<file path="src/shared/status_srq_pkg.sv">
// Contract
// - Enable mask selects which summaries request service
// - Status byte has four summary bits and a request bit
// - Reads return the weighted sum of set bits
// - Status bit 7 summarizes operation group
// - Request flag set by enabled bit, cleared by poll
// - Status bit 5 summarizes standard event register
// - Status bit 4 follows output queue data present
// - Bit 3 questionable summary, bits 2-0 zero
// - Event bit 7 flags power cycle since read
// - Event bit 5 flags syntax error or trigger
// - Event bit 4 flags out-of-range parameter
// - Event bit 3 flags full error queue
// - Event bit 2 flags empty read or loss
// - Event bit 0 flags pending operations complete
// - Querying standard event register clears it
// - Both groups hold condition, event, enable registers; only the operation group has them here, questionable views are tied to ZERO16
// - Condition bits follow the current internal state
// - Falling edge sets events, rising for 8, 9
// - Enable bits gate events into group summary
// - Operation condition bit meanings; others read zero
// - Operation events record completions and fullness
// - Questionable group always reads zero
package status_srq_pkg;

  // ==========================================================================
  // Status byte layout.
  localparam int unsigned STB_OPER_BIT = 7;
  localparam int unsigned STB_RQS_BIT = 6;
  localparam int unsigned STB_ESR_BIT = 5;
  localparam int unsigned STB_MAV_BIT = 4;
  localparam int unsigned STB_QUES_BIT = 3;
  localparam logic [7:0] SRE_WRITABLE = 8'hBF;

  // ==========================================================================
  // Standard event layout.
  localparam int unsigned ESR_PON_BIT = 7;
  localparam int unsigned ESR_CME_BIT = 5;
  localparam int unsigned ESR_EXE_BIT = 4;
  localparam int unsigned ESR_DDE_BIT = 3;
  localparam int unsigned ESR_QYE_BIT = 2;
  localparam int unsigned ESR_OPC_BIT = 0;
  localparam logic [7:0] ESR_RESET = 8'h80;
  localparam logic [7:0] ESR_USED = 8'hBD;

  // ==========================================================================
  // Operation group layout.
  localparam int unsigned OPER_W = 16;
  localparam int unsigned OPER_SET_BIT = 1;
  localparam int unsigned OPER_RANGE_BIT = 2;
  localparam int unsigned OPER_MEAS_BIT = 4;
  localparam int unsigned OPER_TRIG_BIT = 5;
  localparam int unsigned OPER_CORR_BIT = 7;
  localparam int unsigned OPER_FIRST_DATA_BUFFER_BIT = 8;
  localparam int unsigned OPER_SECOND_DATA_BUFFER_BIT = 9;
  localparam logic [15:0] OPER_USED = 16'h03B6;
  localparam logic [15:0] OPER_RISE_SEL = 16'h0300;
  localparam logic [15:0] ZERO16 = 16'h0000;
  localparam logic [7:0] ZERO8 = 8'h00;

endpackage : status_srq_pkg

</file>
<file path="src/rtl/status_srq.sv">
module status_srq
  import status_srq_pkg::*;
(
  input wire logic sys_clk,
  input wire logic arst_n,
  input wire logic clk_en,
  // Internal state from the measurement engine, same clock.
  input wire logic settling,
  input wire logic ranging,
  input wire logic measuring,
  input wire logic trigger_ready,
  input wire logic correction_running,
  input wire logic first_data_buffer_full,
  input wire logic second_data_buffer_full,
  input wire logic output_queue_busy,
  // Error and completion pulses from the command parser.
  input wire logic syntax_error,
  input wire logic trigger_in_message,
  input wire logic param_error,
  input wire logic error_queue_full,
  input wire logic query_empty,
  input wire logic output_lost,
  input wire logic ops_complete,
  // Controller actions.
  input wire logic serial_poll,
  input wire logic clear_status,
  input wire logic esr_read,
  input wire logic oper_event_read,
  input wire logic sre_write,
  input wire logic [7:0] sre_data,
  input wire logic ese_write,
  input wire logic [7:0] ese_data,
  input wire logic oper_enable_write,
  input wire logic [15:0] oper_enable_data,
  input wire logic ques_enable_write,
  input wire logic [15:0] ques_enable_data,
  // Register views.
  output logic srq,
  output logic [7:0] status_summary_byte,
  output logic [7:0] standard_event_flags,
  output logic [7:0] event_enable,
  output logic [7:0] request_enable,
  output logic [15:0] operation_condition,
  output logic [15:0] operation_event,
  output logic [15:0] operation_enable,
  output logic [15:0] questionable_condition,
  output logic [15:0] questionable_event,
  output logic [15:0] questionable_enable
);

  // ==========================================================================
  // Enable masks.
  logic [7:0] sre_q;
  logic [7:0] sre_d;
  logic [7:0] ese_q;
  logic [7:0] ese_d;
  logic [15:0] oen_q;
  logic [15:0] oen_d;

  always_comb begin
    sre_d = sre_q;
    ese_d = ese_q;
    oen_d = oen_q;
    if (sre_write) begin
      sre_d = sre_data & SRE_WRITABLE;
    end
    if (ese_write) begin
      ese_d = ese_data & ESR_USED;
    end
    if (oper_enable_write) begin
      oen_d = oper_enable_data & OPER_USED;
    end
  end

  always_ff @(posedge sys_clk or negedge arst_n) begin
    if (!arst_n) begin
      sre_q <= ZERO8;
      ese_q <= ZERO8;
      oen_q <= ZERO16;
    end else if (clk_en) begin
      sre_q <= sre_d;
      ese_q <= ese_d;
      oen_q <= oen_d;
    end
  end

  // ==========================================================================
  // Operation condition and event registers.
  logic [15:0] cond_now;
  logic [15:0] cond_q;
  logic [15:0] cond_d;
  logic [15:0] oev_q;
  logic [15:0] oev_d;
  logic [15:0] oper_hits;

  always_comb begin
    cond_now = ZERO16;
    cond_now[OPER_SET_BIT] = settling;
    cond_now[OPER_RANGE_BIT] = ranging;
    cond_now[OPER_MEAS_BIT] = measuring;
    cond_now[OPER_TRIG_BIT] = trigger_ready;
    cond_now[OPER_CORR_BIT] = correction_running;
    cond_now[OPER_FIRST_DATA_BUFFER_BIT] = first_data_buffer_full;
    cond_now[OPER_SECOND_DATA_BUFFER_BIT] = second_data_buffer_full;
  end

  // Completion bits catch falling edges; buffer fullness catches rising ones.
  assign oper_hits = ((cond_q & ~cond_now) & ~OPER_RISE_SEL)
                   | ((~cond_q & cond_now) & OPER_RISE_SEL);

  always_comb begin
    cond_d = cond_now;
    oev_d = oev_q;
    if (oper_event_read || clear_status) begin
      oev_d = ZERO16;
    end
    // A new edge in the cycle of a clear is kept.
    oev_d = oev_d | (oper_hits & OPER_USED);
  end

  always_ff @(posedge sys_clk or negedge arst_n) begin
    if (!arst_n) begin
      cond_q <= ZERO16;
      oev_q <= ZERO16;
    end else if (clk_en) begin
      cond_q <= cond_d;
      oev_q <= oev_d;
    end
  end

  // ==========================================================================
  // Standard event register.
  logic [7:0] esr_q;
  logic [7:0] esr_d;
  logic [7:0] esr_hits;

  always_comb begin
    esr_hits = ZERO8;
    esr_hits[ESR_CME_BIT] = syntax_error | trigger_in_message;
    esr_hits[ESR_EXE_BIT] = param_error;
    esr_hits[ESR_DDE_BIT] = error_queue_full;
    esr_hits[ESR_QYE_BIT] = query_empty | output_lost;
    esr_hits[ESR_OPC_BIT] = ops_complete;
    esr_d = esr_q;
    if (esr_read || clear_status) begin
      esr_d = ZERO8;
    end
    esr_d = (esr_d | esr_hits) & ESR_USED;
  end

  always_ff @(posedge sys_clk or negedge arst_n) begin
    if (!arst_n) begin
      esr_q <= ESR_RESET;
    end else if (clk_en) begin
      esr_q <= esr_d;
    end
  end

  // ==========================================================================
  // Status byte and service request.
  logic oper_sum;
  logic esr_sum;
  logic ques_sum;
  logic [7:0] stb_base;
  logic any_enabled;
  logic any_enabled_q;
  logic any_enabled_d;
  logic rqs_q;
  logic rqs_d;

  assign oper_sum = |(oev_q & oen_q);
  assign esr_sum = |(esr_q & ese_q);
  assign ques_sum = 1'b0;

  always_comb begin
    stb_base = ZERO8;
    stb_base[STB_OPER_BIT] = oper_sum;
    stb_base[STB_ESR_BIT] = esr_sum;
    stb_base[STB_MAV_BIT] = output_queue_busy;
    stb_base[STB_QUES_BIT] = ques_sum;
  end

  assign any_enabled = |(stb_base & sre_q);

  always_comb begin
    any_enabled_d = any_enabled;
    rqs_d = rqs_q;
    if (serial_poll || clear_status) begin
      rqs_d = 1'b0;
    end
    // A fresh enabled reason sets the flag even during a poll.
    if (any_enabled && !any_enabled_q) begin
      rqs_d = 1'b1;
    end
  end

  always_ff @(posedge sys_clk or negedge arst_n) begin
    if (!arst_n) begin
      any_enabled_q <= 1'b0;
      rqs_q <= 1'b0;
    end else if (clk_en) begin
      any_enabled_q <= any_enabled_d;
      rqs_q <= rqs_d;
    end
  end

  // ==========================================================================
  // Registered views of the status byte.
  logic [7:0] stb_q;
  logic [7:0] stb_d;

  always_comb begin
    stb_d = stb_base;
    stb_d[STB_RQS_BIT] = rqs_d;
  end

  always_ff @(posedge sys_clk or negedge arst_n) begin
    if (!arst_n) begin
      stb_q <= ZERO8;
    end else if (clk_en) begin
      stb_q <= stb_d;
    end
  end

  assign srq = stb_q[STB_RQS_BIT];
  assign status_summary_byte = stb_q;
  assign standard_event_flags = esr_q;
  assign event_enable = ese_q;
  assign request_enable = sre_q;
  assign operation_condition = cond_q;
  assign operation_event = oev_q;
  assign operation_enable = oen_q;
  // The questionable group exists but never reports anything.
  assign questionable_condition = ZERO16;
  assign questionable_event = ZERO16;
  assign questionable_enable = ZERO16;

  // Writes to the questionable mask are accepted and discarded.
  logic ques_unused;
  assign ques_unused = ques_enable_write & (|ques_enable_data);

endmodule : status_srq

</file>
<file path="config.mk">
export PLATFORM = sky130hd
export DESIGN_NAME = status_srq
export DESIGN_NICKNAME = d
export VERILOG_FILES = /design/src/shared/status_srq_pkg.sv /design/src/rtl/status_srq.sv
export SDC_FILE = /design/constraint.sdc
export NUM_CORES = 1
export LEC_CHECK = 0
export BUFFER_PORTS_ARGS = -buffer_cell sky130_fd_sc_hd__clkbuf_2
export CAP_MARGIN = 15
export CORE_MARGIN = 8
export CORE_UTILIZATION = 39
export CTS_CLUSTER_SIZE = 16
export DETAILED_ROUTE_END_ITERATION = 8
export PLACE_DENSITY = 0.9
export SLEW_MARGIN = 20
export SYNTH_ARGS = -nofsm -noshare
export SYNTH_HDL_FRONTEND = slang
export SYNTH_SLANG_ARGS = --single-unit
export TNS_END_PERCENT = 50
</file>
<file path="constraint.sdc">
create_clock -name sys_clk -period 1.3 [get_ports sys_clk]
set_input_delay 0.13 -clock sys_clk [delete_from_list [all_inputs] [get_ports sys_clk]]
set_output_delay 0.13 -clock sys_clk [all_outputs]
set_load 0.03 [all_outputs]
</file>
==> metrics.md, run 1 <==
| Metric | Value |
|---|---|
| Total power | 4.26 mW |
| Final min period | between 1000 and 1500 ps |
| Psw | about 1.7 mW |
| Commonest non-fill, non-tap cell in the layout | clkbuf_2 |
| WP data required | 1470 ps |
| Setup_tns | 0 ps |
| Drt drc | 0 |
| Hold Startpoint | oper_enable_data[9] |
| Vias in the first global route | 1,669 |
| Leak Pwr | around 1.5 nW |
| Worst hold slack | roughly 50 ps |
| I/O pin count | 203 |
| Hold EP | operation_enable[9] |
| Clock root cell | clkbuf_8 |
| GRT overflow | 0 |
| FF-to-FF setup slack | 40 ps |
| Largest net degree at the start of global routing | 26 |
| Origin of the critical flop-to-flop path | event_enable[0] |
| TritonCTS Sinks | 45 |
| Max VDD drop | about 0.92 mV |
| Mapped Area | 0.00245 sq mm |
| Die outline width | about 95 um |
| Post-DP HPWL | around 5.0 mm |
| All-layer global routing usage | 11.7% |
| Placer Congestion | between 0.7 and 0.8 |
| Net count, final | just under 400 |
| Layout cells sized above 1 | a little over two fifths |
| DR vias | 1,687 |
| Area growth, synth to finish | 15.6% |
| Register bit total from synthesis | 45 |
| Sequential cell area fraction in the yosys report | 45.9% |
| H-tree levels | 2 |
| Site Rows | 29 |
| Clk buf depth | 2 |
| RSZ-0062 raised after global routing | yes |
| TritonCTS clock tree | built |
| Final setup viols | 0 |
| Fin. Hold Viols | 0 |
| Comb pwr share | roughly a third |
| Worst skew pair latency | 300 ps |
| Final WS setup | 35.2 ps |
| Syn. warnings | 0 |
| CTS Buf Count | 5 |
| Internal power | 2.56 mW |
| Number of library cell types mapped by synthesis | 27 |
| Hold crit path type | primary input to flop |
| Post-Place Cells | 384 |
| Detail Route Antenna Nets | 0 |
| Worst hold stages | 2 |
| Tcrit/Tclk final | 97.3% |
| Reg area | 0.00113 sq mm |
| Synth Area per Inst | between 10 and 15 sq um |
| Pins Over Slew Limit | 0 |
| Reg clk slew, reported paths | about 100 ps |
| Startpoint Class | flop |
| First-pass GRT wire length | 8.22 mm |
| ANT cells | 0 |
| CP endpoint kind | flop |
| Core area | between 0.006 and 0.007 sq mm |
| Multi-input logic area | 947 sq um |
| Initial antenna violation count | 0 |
| Initial Util | 39.6% |
| Reg2reg path depth | 3 |
| Pre-CTS setup slack | between 15 and 20 ps |
| Input/output buffers | 89 |
| DRT iter0 DRCs | 38 |
| Filler instances | 599 |
| Post-Synthesis Cells | between 200 and 250 |
| Die footprint | 0.00909 sq mm |
| Kind of critical path | flop to flop |
| Commonest non-fill, non-tap cells in the layout | 89 x clkbuf_2, 84 x conb_1, 44 x dfrtp_1, 26 x mux2_2, 11 x nand2_1 |
| Critical Path Fanout Max | 3 |
| Max Cap Viol | 0 |
| Sw frac | 39.8% |
| Clock skew | 11.5 ps |
| FMAX | 791 MHz |
| Worst flop-to-flop path endpoint | status_summary_byte[6] |
| Clock Power Share | 25.3% |
| Final wirelength | 5.97 mm |
| Vias/cell | around 4.2 |
| Non-filler cells, final | 398 |
| DR WL/cell | 15.0 um |
| Drt pass-1 iters | 4 |
| Die Y | 95.3 um |
| CP arrival | 1430 ps |
| Outcome | finished clean |
| Power Density | between 1000 and 1500 mW/mm^2 |
| Sequential power share | 41.2% |
-- synth_stat cells, drive strengths merged --
library cell,count,share of area [%]
and2,1,0.26
and3,1,0.26
buf,89,27
a22o,6,2.1
dfrtp,44,45
nor2b,1,0.26
a41o,1,0.41
o21ai,8,1.8
dfstp,1,1.1
inv,8,1.2
a22oi,4,1.2
a32o,6,2.4
nor2,2,0.31
nand2,13,2.2
mux2,26,12
a21oi,2,0.41
conb,1,0.15
o211ai,1,0.31
a31oi,1,0.26
o311ai,3,1.1
nor3,1,0.20
-- worst max-delay path by stage --
stage	startpoint	depth (start not counted)	slack, ps	endpoint
after detailed placement	event_enable[0]	3	20	status_summary_byte[6]
after global placement	event_enable[0]	3	80	status_summary_byte[6]
after global routing	standard_event_flags[2]	3	-8	any_enabled_q
final	event_enable[0]	3	40	status_summary_byte[6]
after floorplan	event_enable[0]	3	6	status_summary_byte[6]
after CTS	event_enable[0]	3	5	status_summary_byte[6]
-- stage by stage --
step           utilization, %  instance area, sq um
5_1_grt                  45.8                  2840
3_5_place_dp             43.0                  2670
2_1_floorplan               -                  2770
6_report                 45.8                  2840
4_1_cts                  45.0                  2790
3_3_place_gp             43.0                  2670
-- repair_timing --
| item | in CTS | in global routing |
|---|---|---|
| hold endpoints to repair | 44 | 0 |
| hold buffers | 1 | 0 |
| endpoints found under the setup margin | 0 | 1 |
| setup buffers | 0 | 5 |
| gates resized for setup | 0 | 1 |
-- routing by layer --
layer  global-route usage (%)  vias up  share of wire, %
met5                        0        -                 0
met4                     4.42        0               1.5
met3                     3.23        8                11
met2                     20.5       98                50
met1                     13.2      807                37
li1                         -      774                 -
-- cell type report --
class / count / area share, %
Clock buffer: 5 / 2.42
Timing Repair Buffer: 99 / 18.4
Sequential cell: 45 / 39.7
Clock inverter: 3 / 1.63
Inverter: 8 / 1.06
Tap cell: 77 / 3.39
Multi-Input combinational cell: 161 / 33.4
-- worst max-delay path, stage by stage (launching register included) --
cell	delay, ps
dfrtp_1	410
a22o_1	290
o311ai_2	300
o311ai_1	130
-- state kept, by name, summed over array words and instances (netlist names) --
signal	cells
any_enabled_q	1
status_summary_byte	4
standard_event_flags	6
operation_condition	7
event_enable	6
request_enable	7
operation_event	7
operation_enable	7
-- kinds of logic after synthesis --
kind of cell,share of synthesized area (%)
buffers and inverters,28.5
DFF,45.9
AOI/OAI and AO/OA,10.0
muxes,11.9
and+or+nand+nor,3.47
other,0.153
-- power by group through the flow --
stage / combinational (mW) / clock, mW / sequential, mW
4_1_cts: 1.40 / 1.11 / 1.76
2_1_floorplan: 0.838 / 0 / 2.12
3_3_place_gp: 1.37 / 0 / 1.77
5_1_grt: 1.51 / 1.14 / 1.78
6_report: 1.43 / 1.08 / 1.75
3_5_place_dp: 1.39 / 0 / 1.78
(Power assumes the default switching activity.)
==> run 2: changes to the inputs <==
- CORE_ASPECT_RATIO: unset -> 1.75
- PLACE_DENSITY: 0.9 -> 0.88
- clock period: 1.3 -> 1.2 ns (I/O delays scaled with it)
==> run 2 against run 1 <==
The run now ends with setup timing left. Non-clock buffer count rose by 2. Final cell count rose by 1.3%. Core utilization rose by 1.8 points. Critical path type unchanged. Critical endpoint unchanged.
==> metrics.md, run 2 (synthesized netlist as in run 1, its figures left out) <==
| Metric | Value |
|---|---|
| Layout cells sized above 1 | 47.7% |
| Leak Pwr | 1.55 nW |
| Startpoint Class | flop |
| Input/output buffers | 89 |
| Sequential power share | 42.6% |
| Worst path cell trace | a22o_4 -> o311ai_4 -> o311ai_2 |
| Worst hold stages | 3 |
| Psw | 1.80 mW |
| Pins Over Slew Limit | 0 |
| Commonest non-fill, non-tap cells in the layout | 88 x clkbuf_2, 84 x conb_1, 36 x dfrtp_1, 26 x mux2_2, 11 x nand2_1 |
| Delay-heaviest family, CP | compound AO/OA/AOI/OAI gates |
| Clock Power Share | between 20% and 30% |
| FF-to-FF setup slack | -60 ps |
| Clock skew | 8.44 ps |
| Hold Startpoint | query_empty |
| Largest net degree at the start of global routing | 24 |
| Final WS setup | -58.1 ps |
| GRT overflow | 0 |
| Die outline width | around 76 um |
| Origin of the critical flop-to-flop path | event_enable[0] |
| Worst path max stage delay | around 420 ps |
| Total stage count of the critical path | 3 |
| Comb pwr share | 36.2% |
| Non-filler cells, final | 403 |
| Final setup viols | 2 |
| Drt pass-1 iters | 3 |
| Vias in the first global route | 1,978 |
| DR vias | 1,724 |
| Max VDD drop | roughly 0.96 mV |
| I/O pin count | 203 |
| Internal power | 2.67 mW |
| Setup_tns | -91.0 ps |
| Outcome | finished, violations left |
| H-tree levels | 2 |
| Slowest CP cell | dfrtp_2 |
| Clock root cell | clkbuf_8 |
| CP arrival | ~1400 ps |
| Worst skew pair latency | just under 300 ps |
| DR WL/cell | 15.2 um |
| CP endpoint kind | flop |
| Reg clk slew, reported paths | approximately 90 ps |
| Die footprint | 0.00919 sq mm |
| TritonCTS Sinks | 45 |
| Fin. Hold Viols | 0 |
| Bufs and invs on worst path | 0 |
| DRT iter0 DRCs | 29 |
| Area growth, synth to finish | 18.8% |
| Detail Route Antenna Nets | 0 |
| All-layer global routing usage | 13.2% |
| Placer Congestion | roughly 0.7 |
| Clk buf depth | 2 |
| CTS Buf Count | 5 |
| Vias/cell | 4.28 |
| Drt drc | 0 |
| Commonest non-fill, non-tap cell in the layout | clkbuf_2 |
| Kind of critical path | flop to flop |
| RSZ-0062 raised after global routing | yes |
| Site Rows | 38 |
| TritonCTS clock tree | built |
| Hold crit path type | primary input to flop |
| Worst flop-to-flop path endpoint | status_summary_byte[6] |
| Initial Util | between 40% and 50% |
| Hold EP | standard_event_flags[2] |
| Initial antenna violation count | 0 |
| Tcrit/Tclk final | 105% |
| Final wirelength | 6.11 mm |
| Final min period | roughly 1300 ps |
| Post-DP HPWL | 5.24 mm |
| Die Y | around 120 um |
| Failing checks | setup timing |
| ANT cells | 0 |
| First-pass GRT wire length | 9.97 mm |
| Power Density | 1540 mW/mm^2 |
| Max Cap Viol | 0 |
| Critical Path Fanout Max | 3 |
| Core area | 0.00613 sq mm |
| FMAX | 795 MHz |
| Net count, final | a little under 400 |
| Reg2reg path depth | 3 |
| WP data required | 1350 ps |
| Sw frac | slightly above 40% |
| Post-Place Cells | 394 |
==> run 2: cell types whose count changed in the layout (fill, tap and decap cells not counted), moves of 2 or more <==
cell	before	now
a22o_1	6	3
a22o_4	0	2
a22oi_1	4	2
a22oi_2	0	2
dfrtp_1	44	36
dfrtp_2	0	8
o311ai_1	2	0
==> run 2: layer usage <==
metal  GRT usage (%)  routed length (um)
met2            24.8                3340
met5               0                   0
met1            11.6                1930
met4            2.96                  40
met3            7.64                 804
==> run 2: final cells by class <==
cell class,instances,area (sq um)
fillers,592,3220
flip-flops and latches,45,1140
multi-input cells,161,1000
repair buffers,101,553
well taps,80,100
clock buffers,7,86.3
inverters,8,30.0
clock inverters,1,7.51
==> run 2: power by group through the flow <==
| stage | sequential [mW] | clock [mW] | combinational (mW) |
|---|---|---|---|
| after floorplan | 2.31 | 0 | 0.908 |
| after global placement | 1.91 | 0 | 1.55 |
| after detailed placement | 1.92 | 0 | 1.58 |
| after CTS | 1.90 | 0.999 | 1.60 |
| after global routing | 1.94 | 1.05 | 1.74 |
| final | 1.91 | 0.950 | 1.62 |
==> run 2: worst max-delay path by stage <==
stage                              startpoint                endpoint  slack [ps]
after floorplan               event_enable[2]  status_summary_byte[6]         -50
after global placement    operation_enable[4]           any_enabled_q         -20
after detailed placement      event_enable[2]  status_summary_byte[6]         -40
after CTS                     event_enable[2]           any_enabled_q         -50
after global routing          event_enable[4]  status_summary_byte[6]        -100
final                         event_enable[0]  status_summary_byte[6]         -60
==> run 2: through the flow <==
| stage | cell area (sq um) | total power [mW] | utilization [%] | hold WS, ps | worst slack, ps |
|---|---|---|---|---|---|
| global route | 2920 | 4.73 | 47.5 | 41.3 | -101 |
| CTS | 2870 | 4.49 | 46.8 | 40.3 | -51.6 |
| global placement | 2750 | 3.46 | 44.8 | 44.6 | -16.9 |
| finish | 2920 | 4.48 | 47.5 | 50.7 | -58.1 |
| floorplan | 2780 | 3.22 | - | -176 | -52.5 |
| detailed placement | 2750 | 3.50 | 44.8 | 47.7 | -44.5 |
==> run 2: worst register-to-register path, delay by kind of cell, from the launching register on <==
| family | cells | cell delay, ps |
|---|---|---|
| flops | 1 | 420 |
| compound gates | 3 | 700 |
==> run 2: timing repair <==
item	CTS	global route
hold endpoints to repair	10	0
pin swaps	2	3
cloned	0	0
setup endpoints to repair	2	5
gates resized for setup	2	10
hold buffers	1	0
setup buffers	0	0
==> run 3: changes to the inputs <==
- PLACE_DENSITY: 0.88 -> 0.84
==> run 3 against run 2 <==
The flow still finishes with violations (setup timing). Clock-buffer cell count shrank 1. Register-to-register slack hardly changed. Sequential power barely moved. Core utilization is 0.18 points higher. Total power increased by 5.2%. Global-route usage about the same. Cell area grew 0.39%. First-iteration DRC count increased by 38%. Sequential share of layout area decreased by 0.15 points. Via count hardly changed. Final cell count down 0.25%. Critical path type unchanged. Highest routed layer unchanged.
==> metrics.md, run 3 (synthesized netlist as in run 1, its figures left out) <==
| Metric | Value |
|---|---|
| Final wirelength | between 6 and 7 mm |
| Commonest non-fill, non-tap cell in the layout | clkbuf_2 |
| Slowest CP cell | dfrtp_2 |
| WP data required | 1370 ps |
| Power Density | 1610 mW/mm^2 |
| DR vias | between 1,500 and 2,000 |
| Layout cells sized above 1 | between 40 and 50% |
| DR WL/cell | roughly 15 um |
| Area after DPL | 0.00273 sq mm |
| Detail Route Antenna Nets | 0 |
| Leak Pwr | between 1.5 and 2 nW |
| Pins Over Slew Limit | 0 |
| Vias in the first global route | approximately 2,000 |
| Initial Util | 40.0% |
| Drt drc | 0 |
| Internal power | 2.88 mW |
| Initial antenna violation count | 0 |
| Clock Power Share | 25.5% |
| Psw | 1.84 mW |
| Clock root cell | clkbuf_8 |
| Die footprint | 0.00919 sq mm |
| Kind of critical path | flop to flop |
| GRT overflow | 0 |
| Post-DP HPWL | 5.09 mm |
| Filler instances | between 500 and 600 |
| Sw frac | 39.0% |
| Fin area | 0.00293 sq mm |
| Worst skew pair latency | about 300 ps |
| Largest net degree at the start of global routing | 46 |
| Worst path max stage delay | 410 ps |
| Final min period | 1260 ps |
| Die Y | 121 um |
| Critical Path Fanout Max | 3 |
| H-tree levels | 2 |
| Hold crit path type | primary input to flop |
| Multi-input logic area | 993 sq um |
| FMAX | between 700 and 800 MHz |
| Commonest non-fill, non-tap cells in the layout | 87 x clkbuf_2, 84 x conb_1, 36 x dfrtp_1, 26 x mux2_2, 11 x nand2_1 |
| Site Rows | 38 |
| Worst path cell trace | a22o_2 -> o311ai_1 -> o211ai_1 |
| RSZ-0062 raised after global routing | yes |
| Tcrit/Tclk final | 105% |
| Worst flop-to-flop path endpoint | any_enabled_q |
| Core area | 0.00613 sq mm |
| Reg area | 0.00114 sq mm |
| Die outline width | 76.0 um |
| Comb pwr share | 34.1% |
| Origin of the critical flop-to-flop path | standard_event_flags[2] |
| Area growth, synth to finish | 19.2% |
| All-layer global routing usage | about an eighth |
| TritonCTS clock tree | built |
| Post-Place Cells | 392 |
| Non-filler cells, final | between 400 and 500 |
| Reg2reg path depth | 3 |
| Failing checks | setup timing |
| Clk buf depth | 2 |
| Drt pass-1 iters | 4 |
| FF-to-FF setup slack | -60 ps |
| Total power | 4.71 mW |
| CTS Buf Count | 5 |
| Placer Congestion | 0.745 |
| Net count, final | 395 |
| DRT iter0 DRCs | 40 |
| Final WS setup | -61.8 ps |
| Hold Startpoint | ops_complete |
| Worst hold stages | 2 |
| First-pass GRT wire length | about 9.8 mm |
| Input/output buffers | 89 |
| ANT cells | 0 |
| Vias/cell | between 4 and 5 |
| Fin. Hold Viols | 0 |
| Final setup viols | 2 |
| Max VDD drop | about 0.85 mV |
| Startpoint Class | flop |
| CP arrival | 1430 ps |
| CP endpoint kind | flop |
| Clock skew | 6.92 ps |
| TritonCTS Sinks | 45 |
| Max Cap Viol | 0 |
| Reg clk slew, reported paths | 90 ps |
| Worst hold slack | 38.1 ps |
| Hold EP | standard_event_flags[0] |
| Final design utilization | 47.7% |
| I/O pin count | between 200 and 250 |
| Sequential power share | about two fifths |
| Outcome | finished, violations left |
run 3: cell types whose count changed in the layout (fill, tap and decap cells not counted):
cell and change:
o311ai_1 +1, clkbuf_2 -1, clkbuf_1 -1, buf_4 -1, buf_2 +1, o311ai_2 -1
bufinv_16 +1
run 3: worst max-delay path by stage:
stage	startpoint	end	slack [ps]	cells past startpoint
6_report	standard_event_flags[2]	any_enabled_q	-60	3
5_1_grt	event_enable[4]	status_summary_byte[6]	-90	3
4_1_cts	standard_event_flags[2]	any_enabled_q	-30	3
3_5_place_dp	operation_event[2]	any_enabled_q	-40	3
3_3_place_gp	operation_enable[4]	status_summary_byte[6]	-20	3
2_1_floorplan	event_enable[2]	status_summary_byte[6]	-50	3
run 3: per-stage QoR:
step                setup WS (ps)  setup TNS (ps)
global placement            -18.0           -35.9
floorplan                   -52.5           -93.1
finish                      -61.8            -118
CTS                         -31.3           -52.5
detailed placement          -37.8           -73.7
global route                -88.8            -152
run 3: repair_timing:
action	in CTS	in global routing
hold buffers	1	0
endpoints found under the hold margin	44	0
setup endpoints to repair	2	3
gates resized for setup	5	5
cloned	0	0
setup buffers	0	1
pin swaps	6	4
run 3: final cells by class:
type                    count  area share (%)
flip-flops and latches     45            38.9
clock buffers               6            2.82
repair buffers            100            18.6
clock inverters             2            1.28
well taps                  80            3.42
multi-input cells         161            33.9
inverters                   8            1.03
run 3: power by group through the flow:
stage / Sequential [mW] / Combinational [mW] / Clock, mW
CTS: 1.91 / 1.58 / 1.25
detailed placement: 1.93 / 1.56 / 0
finish: 1.91 / 1.61 / 1.20
global route: 1.94 / 1.72 / 1.30
floorplan: 2.31 / 0.908 / 0
global placement: 1.91 / 1.54 / 0
run 3: metal layers:
metal	GRT usage, %	routed length [um]	vias up
met3	8.38	861	7
met2	24.4	3360	122
met4	5.56	120	0
met1	10.5	1840	818
met5	0	0	-
li1	-	-	778
run 3: worst max-delay path: cells and delay by family, from the launching register on:
kind	cells	cell delay, ps
compound gates	3	720
flops	1	410
